**config.mk**
```make
export PLATFORM = sky130hd
export DESIGN_NAME = acs_adc_calibration_sequencer
export DESIGN_NICKNAME = d
export VERILOG_FILES = /design/src/design/acs_pkg.sv /design/src/design/acs_sync.sv /design/src/design/acs_clk_div.sv /design/src/design/acs_adc_calibration_sequencer.sv
export VERILOG_INCLUDE_DIRS = /design/src /design/src/design
export SDC_FILE = /design/constraint.sdc
export NUM_CORES = 1
export LEC_CHECK = 0
export BUFFER_PORTS_ARGS = -buffer_cell sky130_fd_sc_hd__buf_4
export CORE_MARGIN = 2
export CORE_UTILIZATION = 54
export CTS_CLUSTER_DIAMETER = 60
export CTS_CLUSTER_SIZE = 12
export DETAILED_ROUTE_END_ITERATION = 12
export PLACE_DENSITY_LB_ADDON = 0.15
export SLEW_MARGIN = 10
export SYNTH_ARGS = -nofsm -noshare
export SYNTH_HDL_FRONTEND = slang
export SYNTH_SLANG_ARGS = --single-unit
```
**constraint.sdc**
```tcl
create_clock -name i_clk -period 3.12 [get_ports i_clk]
set_clock_uncertainty 0.1 [all_clocks]
set_input_delay 0.156 -clock i_clk [delete_from_list [all_inputs] [get_ports i_clk]]
set_output_delay 0.156 -clock i_clk [all_outputs]
set_load 0.02 [all_outputs]
```
**src/design/acs_consts.svh**
```systemverilog
`ifndef ACS_CONSTS_SVH
`define ACS_CONSTS_SVH

// ---------------------------------------------------------------
// register offsets (byte addresses)
// ---------------------------------------------------------------
`define ACS_REG_CTRL 8'h00
`define ACS_REG_STATUS 8'h04
`define ACS_REG_INT_STAT 8'h08
`define ACS_REG_INT_MASK 8'h0c
`define ACS_REG_LAST_SAMPLE 8'h10
`define ACS_REG_CORR_BASE 8'h20

// ---------------------------------------------------------------
// field positions
// ---------------------------------------------------------------
`define ACS_CTRL_START_BIT 0
`define ACS_STATUS_DONE_BIT 0
`define ACS_STATUS_BUSY_BIT 1
`define ACS_STATUS_OE_BIT 2
`define ACS_STATUS_SEL_LSB 4
`define ACS_INT_CAL_DONE_BIT 0
`define ACS_INT_CAL_START_BIT 1
`define ACS_INT_OVER_RANGE_BIT 2
`define ACS_INT_BITS 3

// ---------------------------------------------------------------
// reset values and sizes
// ---------------------------------------------------------------
`define ACS_INT_MASK_RST 3'h0
`define ACS_SAMPLE_W 14
`define ACS_CORR_W 16
`define ACS_CORR_N 4
`define ACS_LATENCY 4
`define ACS_CAL_AVG_DEF 2048
`define ACS_SAT_POS 17'sh01fff
`define ACS_SAT_NEG -17'sh02000

`endif

```
**src/design/acs_pkg.sv**
```systemverilog
package acs_pkg;
  typedef logic [31:0] acs_word_t;
  typedef logic [13:0] acs_sample_t;
  typedef logic [15:0] acs_corr_t;
  typedef logic [1:0] acs_htrans_t;
  typedef enum logic {ACS_NORMAL, ACS_CAL} acs_mode_e;
endpackage : acs_pkg

```
**src/design/acs_sync.sv**
```systemverilog
`timescale 1ns/10ps
`default_nettype none

module acs_sync #(
  parameter int WIDTH = 1
) (
  // clock and reset
  input wire logic i_clk,
  input wire logic i_arst_n,
  // levels
  input wire logic [WIDTH-1:0] i_async,
  output logic [WIDTH-1:0] o_sync
);
  typedef struct packed {
    logic [WIDTH-1:0] meta;
    logic [WIDTH-1:0] stable;
  } acs_sync_s;

  acs_sync_s q;
  acs_sync_s next_q;

  initial begin
    if (WIDTH < 1) $error("acs_sync: WIDTH must be at least 1");
  end

  always_comb begin
    next_q.meta = i_async;
    next_q.stable = q.meta;
  end

  always_ff @(posedge i_clk or negedge i_arst_n) begin
    if (!i_arst_n) begin
      q <= '0;
    end else begin
      q <= next_q;
    end
  end

  assign o_sync = q.stable;
endmodule : acs_sync

`default_nettype wire

```
**src/design/acs_clk_div.sv**
```systemverilog
`timescale 1ns/10ps
`default_nettype none

module acs_clk_div #(
  parameter int DIVIDE = 2
) (
  // clock and reset
  input wire logic i_clk,
  input wire logic i_arst_n,
  // sampling enable, one cycle in DIVIDE
  output logic o_tick
);
  localparam int CW = (DIVIDE > 2) ? $clog2(DIVIDE) : 1;
  localparam logic [CW-1:0] LAST = CW'(DIVIDE - 1);

  typedef struct packed {
    logic [CW-1:0] cnt;
    logic tick;
  } acs_div_s;

  acs_div_s q;
  acs_div_s next_q;

  initial begin
    if (DIVIDE < 2) $error("acs_clk_div: DIVIDE must be at least 2");
  end

  // edge-count divide, so input duty cycle does not matter
  always_comb begin
    next_q = q;
    next_q.tick = (q.cnt == LAST);
    next_q.cnt = (q.cnt == LAST) ? '0 : q.cnt + CW'(1);
  end

  always_ff @(posedge i_clk or negedge i_arst_n) begin
    if (!i_arst_n) begin
      q <= '0;
    end else begin
      q <= next_q;
    end
  end

  assign o_tick = q.tick;
endmodule : acs_clk_div

`default_nettype wire

```
**src/design/acs_adc_calibration_sequencer.sv**
```systemverilog
// How it works
// - the request may be asynchronous and is retimed before use.
// - calibration done falls 2 to 3 clocks after a seen request.
// - done high means normal conversion and valid samples.
// - the analog input codes are ignored during calibration.
// - measured corrections are stored and applied until recalibration.
// - sampling runs from a divide-by-two of the input clock.
// - samples leave as 14-bit two's complement, clamped to full scale.
// - each sample appears four sampling periods after it is taken.
// - output enable low floats the sample and over-range pins.
// - calibration done reads 0 while calibrating, 1 otherwise.
//
// Our own choices: register access over AHB-Lite and the address map.
`include "acs_consts.svh"
`timescale 1ns/10ps
`default_nettype none

module acs_adc_calibration_sequencer #(
  parameter int CAL_AVG = `ACS_CAL_AVG_DEF
) (
  // clock and reset
  input wire logic i_clk,
  input wire logic i_arst_n,
  // ahb-lite slave
  input wire logic i_hsel,
  input wire logic [7:0] i_haddr,
  input wire acs_pkg::acs_htrans_t i_htrans,
  input wire logic i_hwrite,
  input wire logic [2:0] i_hsize,
  input wire acs_pkg::acs_word_t i_hwdata,
  input wire logic i_hready,
  output logic o_hreadyout,
  output logic o_hresp,
  output acs_pkg::acs_word_t o_hrdata,
  // calibration handshake
  input wire logic i_calibration_request,
  output logic o_cal_done,
  // front end: raw offset-binary code and residue measurement
  input wire acs_pkg::acs_sample_t i_raw_code,
  input wire logic i_raw_over_range,
  input wire acs_pkg::acs_corr_t i_cal_measure,
  output logic [1:0] o_cal_stage_sel,
  // sample output pins
  input wire logic i_output_enable,
  output acs_pkg::acs_sample_t o_sample_word,
  output logic o_sample_word_oe,
  output logic o_over_range_flag,
  output logic o_over_range_flag_oe,
  output logic o_sample_valid_strobe,
  // interrupt
  output logic o_irq
);
  import acs_pkg::*;

  localparam int AVG_W = $clog2(CAL_AVG);
  // one register per sampling period of latency
  localparam int PIPE_N = `ACS_LATENCY;
  localparam logic [AVG_W-1:0] AVG_LAST = AVG_W'(CAL_AVG - 1);
  localparam logic [1:0] LAST_STAGE = 2'(`ACS_CORR_N - 1);

  // ---------------------------------------------------------------
  // elaboration checks
  // ---------------------------------------------------------------
  initial begin
    if (CAL_AVG < 2)
      $error("acs: CAL_AVG must be at least 2");
    if ((CAL_AVG & (CAL_AVG - 1)) != 0)
      $error("acs: CAL_AVG must be a power of two");
    // the sum must fit the 32-bit accumulator
    if (AVG_W > 15)
      $error("acs: CAL_AVG must not exceed 32768");
    // stage index and correction select are two bits wide
    if (`ACS_CORR_N != 4)
      $error("acs: exactly four correction entries are served");
    if (PIPE_N < 1)
      $error("acs: pipeline latency must be at least 1");
  end

  typedef struct packed {
    // calibration
    acs_mode_e mode;
    logic req_prev;
    logic [1:0] cal_idx;
    logic [AVG_W-1:0] avg_cnt;
    logic signed [31:0] acc;
    logic [`ACS_CORR_N-1:0][`ACS_CORR_W-1:0] corr;
    // sample pipeline and pins
    logic [PIPE_N-1:0][`ACS_SAMPLE_W-1:0] pipe;
    logic [PIPE_N-1:0] pipe_or;
    logic [PIPE_N-1:0] pipe_vld;
    logic [`ACS_SAMPLE_W-1:0] sample_word;
    logic over_range;
    logic strobe;
    logic oe;
    // calibration handshake
    logic done;
    // bus data phase
    logic dph_valid;
    logic dph_write;
    logic [7:0] dph_addr;
    logic [31:0] hrdata;
    // interrupts
    logic [`ACS_INT_BITS-1:0] int_stat;
    logic [`ACS_INT_BITS-1:0] int_mask;
    logic irq;
  } acs_state_s;

  acs_state_s q;
  acs_state_s next_q;

  logic req_sync;
  logic tick;

  // ---------------------------------------------------------------
  // request retiming and sampling clock
  // ---------------------------------------------------------------
  acs_sync #(
    .WIDTH(1)
  ) u_req_sync (
    .i_clk(i_clk),
    .i_arst_n(i_arst_n),
    .i_async(i_calibration_request),
    .o_sync(req_sync)
  );

  acs_clk_div #(
    .DIVIDE(2)
  ) u_clk_div (
    .i_clk(i_clk),
    .i_arst_n(i_arst_n),
    .o_tick(tick)
  );

  // ---------------------------------------------------------------
  // register read mux
  // ---------------------------------------------------------------
  function automatic logic [31:0] read_mux(input acs_state_s s,
                                           input logic [7:0] a);
    logic [31:0] r;
    r = 32'h0000_0000;
    case (a)
      `ACS_REG_STATUS: begin
        r[`ACS_STATUS_DONE_BIT] = s.done;
        r[`ACS_STATUS_BUSY_BIT] = (s.mode == ACS_CAL);
        r[`ACS_STATUS_OE_BIT] = s.oe;
        r[`ACS_STATUS_SEL_LSB +: 2] = s.cal_idx;
      end
      `ACS_REG_INT_STAT: r[`ACS_INT_BITS-1:0] = s.int_stat;
      `ACS_REG_INT_MASK: r[`ACS_INT_BITS-1:0] = s.int_mask;
      `ACS_REG_LAST_SAMPLE: begin
        r[`ACS_SAMPLE_W-1:0] = s.sample_word;
        r[31] = s.over_range;
      end
      default: begin
        if (a[7:4] == 4'(`ACS_REG_CORR_BASE >> 4)
            && {1'b0, a[3:2]} < 3'(`ACS_CORR_N))
          r[`ACS_CORR_W-1:0] = s.corr[a[3:2]];
      end
    endcase
    return r;
  endfunction : read_mux

  // ---------------------------------------------------------------
  // next-state logic
  // ---------------------------------------------------------------
  // bus and events
  logic addr_take;
  logic soft_start;
  logic hard_start;
  logic start;
  logic ev_done;
  logic ev_or;
  logic rd_clr;
  // sample conversion
  logic [1:0] corr_sel;
  logic [`ACS_SAMPLE_W-1:0] twos;
  logic signed [16:0] twos_ext;
  logic signed [16:0] corr_ext;
  logic signed [16:0] diff;
  logic [`ACS_SAMPLE_W-1:0] corrected;
  logic corr_or;
  // residue averaging
  logic signed [31:0] acc_sum;
  logic signed [31:0] avg;

  always_comb begin
    next_q = q;
    addr_take = i_hsel && i_htrans[1] && i_hready;
    soft_start = q.dph_valid && q.dph_write
                 && q.dph_addr == `ACS_REG_CTRL
                 && i_hwdata[`ACS_CTRL_START_BIT];
    hard_start = req_sync && !q.req_prev;
    // requests while calibrating are dropped
    start = (hard_start || soft_start) && q.mode == ACS_NORMAL;
    ev_done = 1'b0;
    ev_or = 1'b0;
    rd_clr = addr_take && !i_hwrite && i_haddr == `ACS_REG_INT_STAT;

    // -------------------------------------------------------------
    // sample conversion
    // -------------------------------------------------------------
    // offset binary to two's complement, then mismatch correction
    twos = {~i_raw_code[`ACS_SAMPLE_W-1], i_raw_code[`ACS_SAMPLE_W-2:0]};
    corr_sel = i_raw_code[`ACS_SAMPLE_W-1 -: 2];
    twos_ext = 17'($signed(twos));
    corr_ext = 17'($signed(q.corr[corr_sel]));
    diff = twos_ext - corr_ext;
    corr_or = 1'b0;
    if (diff > `ACS_SAT_POS) begin
      corrected = 14'h1fff;
      corr_or = 1'b1;
    end else if (diff < `ACS_SAT_NEG) begin
      corrected = 14'h2000;
      corr_or = 1'b1;
    end else begin
      corrected = diff[`ACS_SAMPLE_W-1:0];
    end

    // running residue sum, averaged by a shift
    acc_sum = q.acc + 32'($signed(i_cal_measure));
    avg = acc_sum >>> AVG_W;

    next_q.req_prev = req_sync;
    next_q.strobe = 1'b0;
    // drive enable follows the pin one clock late
    next_q.oe = i_output_enable;

    // -------------------------------------------------------------
    // calibration sequence and sample pipeline
    // -------------------------------------------------------------
    case (q.mode)
      ACS_NORMAL: begin
        if (start) begin
          next_q.mode = ACS_CAL;
          next_q.done = 1'b0;
          next_q.cal_idx = 2'h0;
          next_q.avg_cnt = '0;
          next_q.acc = '0;
          next_q.pipe_vld = '0;
        end else if (tick) begin
          next_q.pipe[0] = corrected;
          next_q.pipe_or[0] = i_raw_over_range || corr_or;
          next_q.pipe_vld[0] = 1'b1;
          for (int i = 1; i < PIPE_N; i++) begin
            next_q.pipe[i] = q.pipe[i-1];
            next_q.pipe_or[i] = q.pipe_or[i-1];
            next_q.pipe_vld[i] = q.pipe_vld[i-1];
          end
          if (q.pipe_vld[PIPE_N-1]) begin
            next_q.sample_word = q.pipe[PIPE_N-1];
            next_q.over_range = q.pipe_or[PIPE_N-1];
            next_q.strobe = 1'b1;
            ev_or = q.pipe_or[PIPE_N-1];
          end
        end
      end
      ACS_CAL: begin
        // raw input codes are not looked at here
        if (tick) begin
          next_q.acc = acc_sum;
          next_q.avg_cnt = q.avg_cnt + AVG_W'(1);
          if (q.avg_cnt == AVG_LAST) begin
            next_q.corr[q.cal_idx] = avg[`ACS_CORR_W-1:0];
            next_q.acc = '0;
            next_q.avg_cnt = '0;
            if (q.cal_idx == LAST_STAGE) begin
              next_q.mode = ACS_NORMAL;
              next_q.done = 1'b1;
              ev_done = 1'b1;
            end else begin
              next_q.cal_idx = q.cal_idx + 2'h1;
            end
          end
        end
      end
      default: begin
        next_q.mode = ACS_NORMAL;
        next_q.done = 1'b1;
      end
    endcase

    // -------------------------------------------------------------
    // bus slave
    // -------------------------------------------------------------
    // zero wait states, read data fetched in address phase
    next_q.dph_valid = addr_take;
    if (addr_take) begin
      next_q.dph_write = i_hwrite;
      next_q.dph_addr = i_haddr;
      next_q.hrdata = i_hwrite ? 32'h0000_0000 : read_mux(q, i_haddr);
    end
    if (q.dph_valid && q.dph_write && q.dph_addr == `ACS_REG_INT_MASK)
      next_q.int_mask = i_hwdata[`ACS_INT_BITS-1:0];

    // -------------------------------------------------------------
    // interrupts
    // -------------------------------------------------------------
    // sticky events; a new event wins over the read clear
    next_q.int_stat = (rd_clr ? '0 : q.int_stat)
                      | {ev_or, start, ev_done};
    next_q.irq = |(next_q.int_stat & next_q.int_mask);
  end

  // ---------------------------------------------------------------
  // state register
  // ---------------------------------------------------------------
  always_ff @(posedge i_clk or negedge i_arst_n) begin
    if (!i_arst_n) begin
      // normal mode, zero corrections, no auto-calibration
      q <= '0;
      q.mode <= ACS_NORMAL;
      q.done <= 1'b1;
      q.int_mask <= `ACS_INT_MASK_RST;
    end else begin
      q <= next_q;
    end
  end

  // ---------------------------------------------------------------
  // outputs, all from flip-flops or tied constants
  // ---------------------------------------------------------------
  // bus
  assign o_hreadyout = 1'b1;
  assign o_hresp = 1'b0;
  assign o_hrdata = q.hrdata;

  // calibration handshake
  assign o_cal_done = q.done;
  assign o_cal_stage_sel = q.cal_idx;

  // sample pins
  assign o_sample_word = q.sample_word;
  assign o_sample_word_oe = q.oe;
  assign o_over_range_flag = q.over_range;
  assign o_over_range_flag_oe = q.oe;
  assign o_sample_valid_strobe = q.strobe;

  // interrupt
  assign o_irq = q.irq;

  // size is not decoded: word transfers only
  logic unused_ok;
  assign unused_ok = ^i_hsize;
endmodule : acs_adc_calibration_sequencer

`default_nettype wire

```
Word-level counts from Yosys, hierarchy flattened:

Index checks and enable logic that the tools add are counted.

* bits in registers: 246
* input port bits: 83
* output and inout port bits: 56
* logic and storage cells: 138

* $add $sub $neg: 5
* $lt $le $gt $ge: 6
* equality and inequality tests: 13
* multiplexer cells: 50
* bitwise operators: 5
* reductions and logical operators: 28

Operator list (number)
* 2-to-1 mux 109 bit: 2
* one-hot mux 45 bit (2 select lines): 1
* 2-to-1 mux 16 bit: 5
* binary-select mux 16 bit (select 2 bit): 2
* bitwise mux 64 bit: 1
* 2-to-1 mux 45 bit: 1
* adder 32 x 16 -> 32 bit: 1
* demux 16 bit (select 2 bit): 1
* 2-to-1 mux 32 bit: 1
* 2-to-1 mux 14 bit: 2
* == test 8 x 4 -> 1 bit (second input constant): 3
* 2-to-1 mux 1 bit: 22
* 2-to-1 mux 20 bit: 1
* > comparator 17 x 14 -> 1 bit (second input constant): 1
* < comparator 17 x 14 -> 1 bit (second input constant): 1
* subtractor 14 x 16 -> 17 bit: 1
* one-hot mux 8 bit (2 select lines): 1
* one-hot mux 3 bit (4 select lines): 1
* AND reduction 4 bit: 3
* adder 11 x 1 -> 11 bit (second input constant): 1
* == test 11 bit (second input constant): 1
* logical AND 1 bit: 11
* < comparator 2 x 3 -> 1 bit (second input constant): 3
* == test 8 x 3 -> 1 bit (second input constant): 1
* 25 further kinds: 39

Longest topological paths before layout:

* depth in word-level cells: 10
* mapped depth: 15
* gate-level depth less buffers: 12

Cells and area by module:

From an unflattened synthesis, not the netlist that was laid out.

* cell total of the unflattened synthesis: 1184
* area total of the unflattened synthesis: 12612.1 µm²

By module, submodules not included
* acs_adc_calibration_sequencer: instances 1, cells each 1179, area an instance 12508.2 µm², sequential area each 5556.6 µm²
* acs_clk_div: instances 1, cells each 3, area an instance 53.8 µm², sequential area each 50.0 µm²
* acs_sync: instances 1, cells each 2, area an instance 50.0 µm², sequential area each 50.0 µm²

Least setup slack after synthesis:

No wires, ideal clock.

* path kind: input-to-reg
* from: input i_raw_code[12]
* to: register q[87] (netlist name)
* library setup time: 136 ps
* arrival time: 3493 ps
* data required time: 2884 ps
* slack: -608 ps
* stages: 14
* path buffers: 3
* path through: clkbuf_1 -> buf_1 -> mux4_2 -> inv_1 -> ha_1 -> a21o_1 -> or3_1 -> o21ai_2 -> a21oi_1 -> and4b_1 -> a21oi_2 -> o21ai_1 -> buf_2 -> a22oi_1

* longest elaborated chain between the ends: 6
* elaborated cells on any way between the ends: 7
* classes of those cells: 1 x add/sub; 2 x order compare; 4 x mux

RTL lines
* start: declaration: line acs_adc_calibration_sequencer.sv:39 `input wire acs_pkg::acs_sample_t i_raw_code,`
* binary-select mux 16 bit (select 2 bit): line acs_adc_calibration_sequencer.sv:206 `corr_ext = 17'($signed(q.corr[corr_sel]));`
* 2-to-1 mux 16 bit (not written as such): line acs_adc_calibration_sequencer.sv:206
* subtractor 14 x 16 -> 17 bit (*): line acs_adc_calibration_sequencer.sv:207 `diff = twos_ext - corr_ext;`
* < comparator 17 x 14 -> 1 bit (no line)
* 2-to-1 mux 14 bit: line acs_adc_calibration_sequencer.sv:212 `` end else if (diff < `ACS_SAT_NEG) begin ``
* 2-to-1 mux 14 bit (*): line acs_adc_calibration_sequencer.sv:209 `` if (diff > `ACS_SAT_POS) begin ``
* end signal: assignment: line acs_adc_calibration_sequencer.sv:315 `q <= next_q;`
* end: declaration: line acs_adc_calibration_sequencer.sv:108 `acs_state_s q;`

Mark *: on every way between the ends. The rest lies on a longest branch, timed or not. The select of a mux whose other input is x is not followed.
A chain may end at the register's enable or synchronous reset.

==> results.toml <==
[final_layout]
antenna_cells = 0
syn2layout_area_growth_pct = 17.1
layout-drive-gt1-share_pct = 22.0
design_area_um2 = 14300
final_core_util_pct = 64.8
most-common-layout-cells = "nand2_1 (278), dfrtp_1 (225), buf_4 (148)"
nets = 1471
layout_commonest_cell = "nand2_1"

[timing]
hold_viol = 0
worst_slew_pin_slew_ns = 0.724
drv_slew = 0
setup_viol = 0
fmax_ghz = 0.324
min_period_ns = 3.09
post-route-period-util_pct = 99.0
slew_headroom_pct = 51.7

[die]
io_pins = 139
fp.coreArea_um2 = 22000
start_util_pct = 55.4
rows = 54
die_height_um = 154
fp.dieW_um = 154
dieArea_um2 = 23800

[power_and_ir_drop]
p_int_w = 0.00600
net-switching-power_w = 0.00300
p_clk_share_pct = 30.5
power_frac_comb_pct = 31.4
irDropWorstVdd_mv = 0.577
static-leakage-power_nw = 6.98
power_frac_seq_pct = 38.1
swShare_pct = 33.4
powerDensity_nw_per_um2 = 631

[job]
maxCapViolCount = 0

[synthesis]
async_flop_share_pct = 100
postSynthCellCount = 1234
avgSynthCellArea_um2 = 9.88
synth-edff-count = 0
ys_ff_latch = 226
syn_area_um2 = 12200
synth_seq_area_share_pct = 46.4
ys.flop_type = "dfrtp_1"
synth_cell_types = 72
yosys_warnings = 0

[placement]
hpwl_um = 20300
gp_congestion = 0.889
post_dp_cell_area_um2 = 13200
io_buffers = 88

[clock_network]
worstSkewPairLatency_ns = 0.52
cts.sinks = 226
h-tree-depth = 1
cts_buffers = 24
cts_tree = "done"
clockBufferDepth = 3
cts_root_buffer = "clkbuf_16"
path_clk_slew_ns = 0.06

[routing]
ant_nets = 0
firstDrtPassIters = 4
drtIter0Drc = 439
drc = 0
vias = 9301
wl_um = 28700
wl_per_cell_um = 17.6
viasPerCell = 5.70

[grt]
grt_max_degree = 95
antenna_found_initial = 0
grt_pass1_vias = 9281
grt_pass1_wl_um = 46900
grtUsageTotal_pct = 24.2
grt_overflow = 0

[critical_path]
cp_common_cell = "nor3_2"
worstPathCellList = "mux4_2, inv_1, ha_1, nor3_2, o21ai_0, a31oi_2, o211ai_1, nor3_2, a21oi_4, buf_12, a22oi_1"
critPathKind = "reg -> reg"
crit_arrival_ns = 3.43
slowest_stage = "mux4_2"
required_ns = 3.46
endpoint_kind = "flip-flop"
critPathMaxStageDelay_ns = 0.49
path_max_fanout = 13
critical_path.startpoint_type = "flip-flop"
ff2ff_setup_slack_ns = 0.03

[hold_path]
hold_class = "in -> reg"
worstHoldStart = "i_htrans[1]"

[run_status]
status = "completed"
critical path: cells and delay by family (launching register included):
kind	cells	cell delay (ns)
compound gates	5	0.86
simple gates	2	0.65
mux	1	0.49
flops	1	0.40
fa+ha+maj	1	0.28
buf+inv	2	0.23
cell families after synthesis:
kind of cell / after synthesis / share of synthesized area, %
flops: 226 / 46.4
other cells: 2 / 0.0616
simple gates: 404 / 14.7
mux: 73 / 9.64
buf+inv: 136 / 5.94
fa+ha+maj: 49 / 5.15
xor+xnor: 37 / 2.66
compound gates: 307 / 15.5
layout make-up:
type	instances	area [um2]
inverter	32	120
clock inverter	6	97.6
sequential	226	5660
multi-input combinational	887	6060
fill	1787	7740
clock buffer	34	648
tap	280	350
timing repair buffer	168	1350
worst paths after layout:
kind	depth (start not counted)	to
min in group asynchronous	2	q[112]$_DFFE_PN0P_
hold / removal	5	q[4]$_DFF_PN0_
setup reg to reg	11	q[75]$_DFFE_PN0P_
hold reg to reg	0	u_req_sync.o_sync$_DFF_PN0_
setup / recovery	11	q[75]$_DFFE_PN0P_
max in group asynchronous	3	asynchronous set/reset pin
timing repair:
| action | in CTS | in global routing |
|---|---|---|
| gates resized for setup | 1 | 31 |
| setup buffers | 0 | 3 |
| cloned | 0 | 0 |
| setup endpoints to repair | 13 | 47 |
| endpoints found under the hold margin | 112 | 0 |
| hold buffers | 16 | 0 |
| pin swaps | 0 | 10 |
through the flow:
stage,total power (W),instances,hold WS (ns),worst slack (ns),TNS (ns)
3_3_place_gp,0.00612,1574,0.136,-0.0962,-1.21
2_1_floorplan,0.00536,1249,-0.240,0.00448,0
5_1_grt,0.00956,1633,0.0297,-0.0970,-0.825
3_5_place_dp,0.00617,1574,0.129,-0.161,-1.87
4_1_cts,0.00898,1630,0.000997,0.00581,0
6_report,0.00901,1633,0.0148,0.0307,0
layer usage:
metal,global-route usage (%),wire (um)
met1,32.5,12800
met3,3.08,1010
met4,7.36,754
met5,0,0
met2,41.6,14200
power groups by stage:
| stage | logic [W] | registers [W] | clock network [W] |
|---|---|---|---|
| after global routing | 0.00316 | 0.00347 | 0.00293 |
| after CTS | 0.00274 | 0.00342 | 0.00282 |
| final | 0.00283 | 0.00343 | 0.00275 |
| after detailed placement | 0.00270 | 0.00347 | 0 |
| after floorplan | 0.00194 | 0.00342 | 0 |
| after global placement | 0.00266 | 0.00346 | 0 |
synth_stat cells, types with 5 or more instances:
library cell    n  area [um2]
nand2_1       278        1040
dfrtp_1       225        5630
o21ai_0        95         475
a21oi_1        77         385
buf_4          54         405
ha_1           47         588
mux2_2         34         383
nor2_1         33         124
clkbuf_1       32         120
inv_1          32         120
mux4_2         32         721
o21ai_1        28         140
a21o_1         24         180
xnor2_1        22         193
a22oi_1        15         113
xor2_1         15         131
a22o_1         14         123
nand3_1        13        65.1
nor3_1         13        65.1
and3_1          9        56.3
buf_1           9        33.8
buf_2           9        45.0
o21a_1          9        67.6
and2_1          6        37.5
nand2b_1        6        37.5
nand3b_1        6        45.0
nor2b_1         6        37.5
a211oi_1        5        37.5
a221oi_1        5        43.8
mux2i_1         5        50.1
o21bai_1        5        37.5
(Power assumes the default switching activity.)
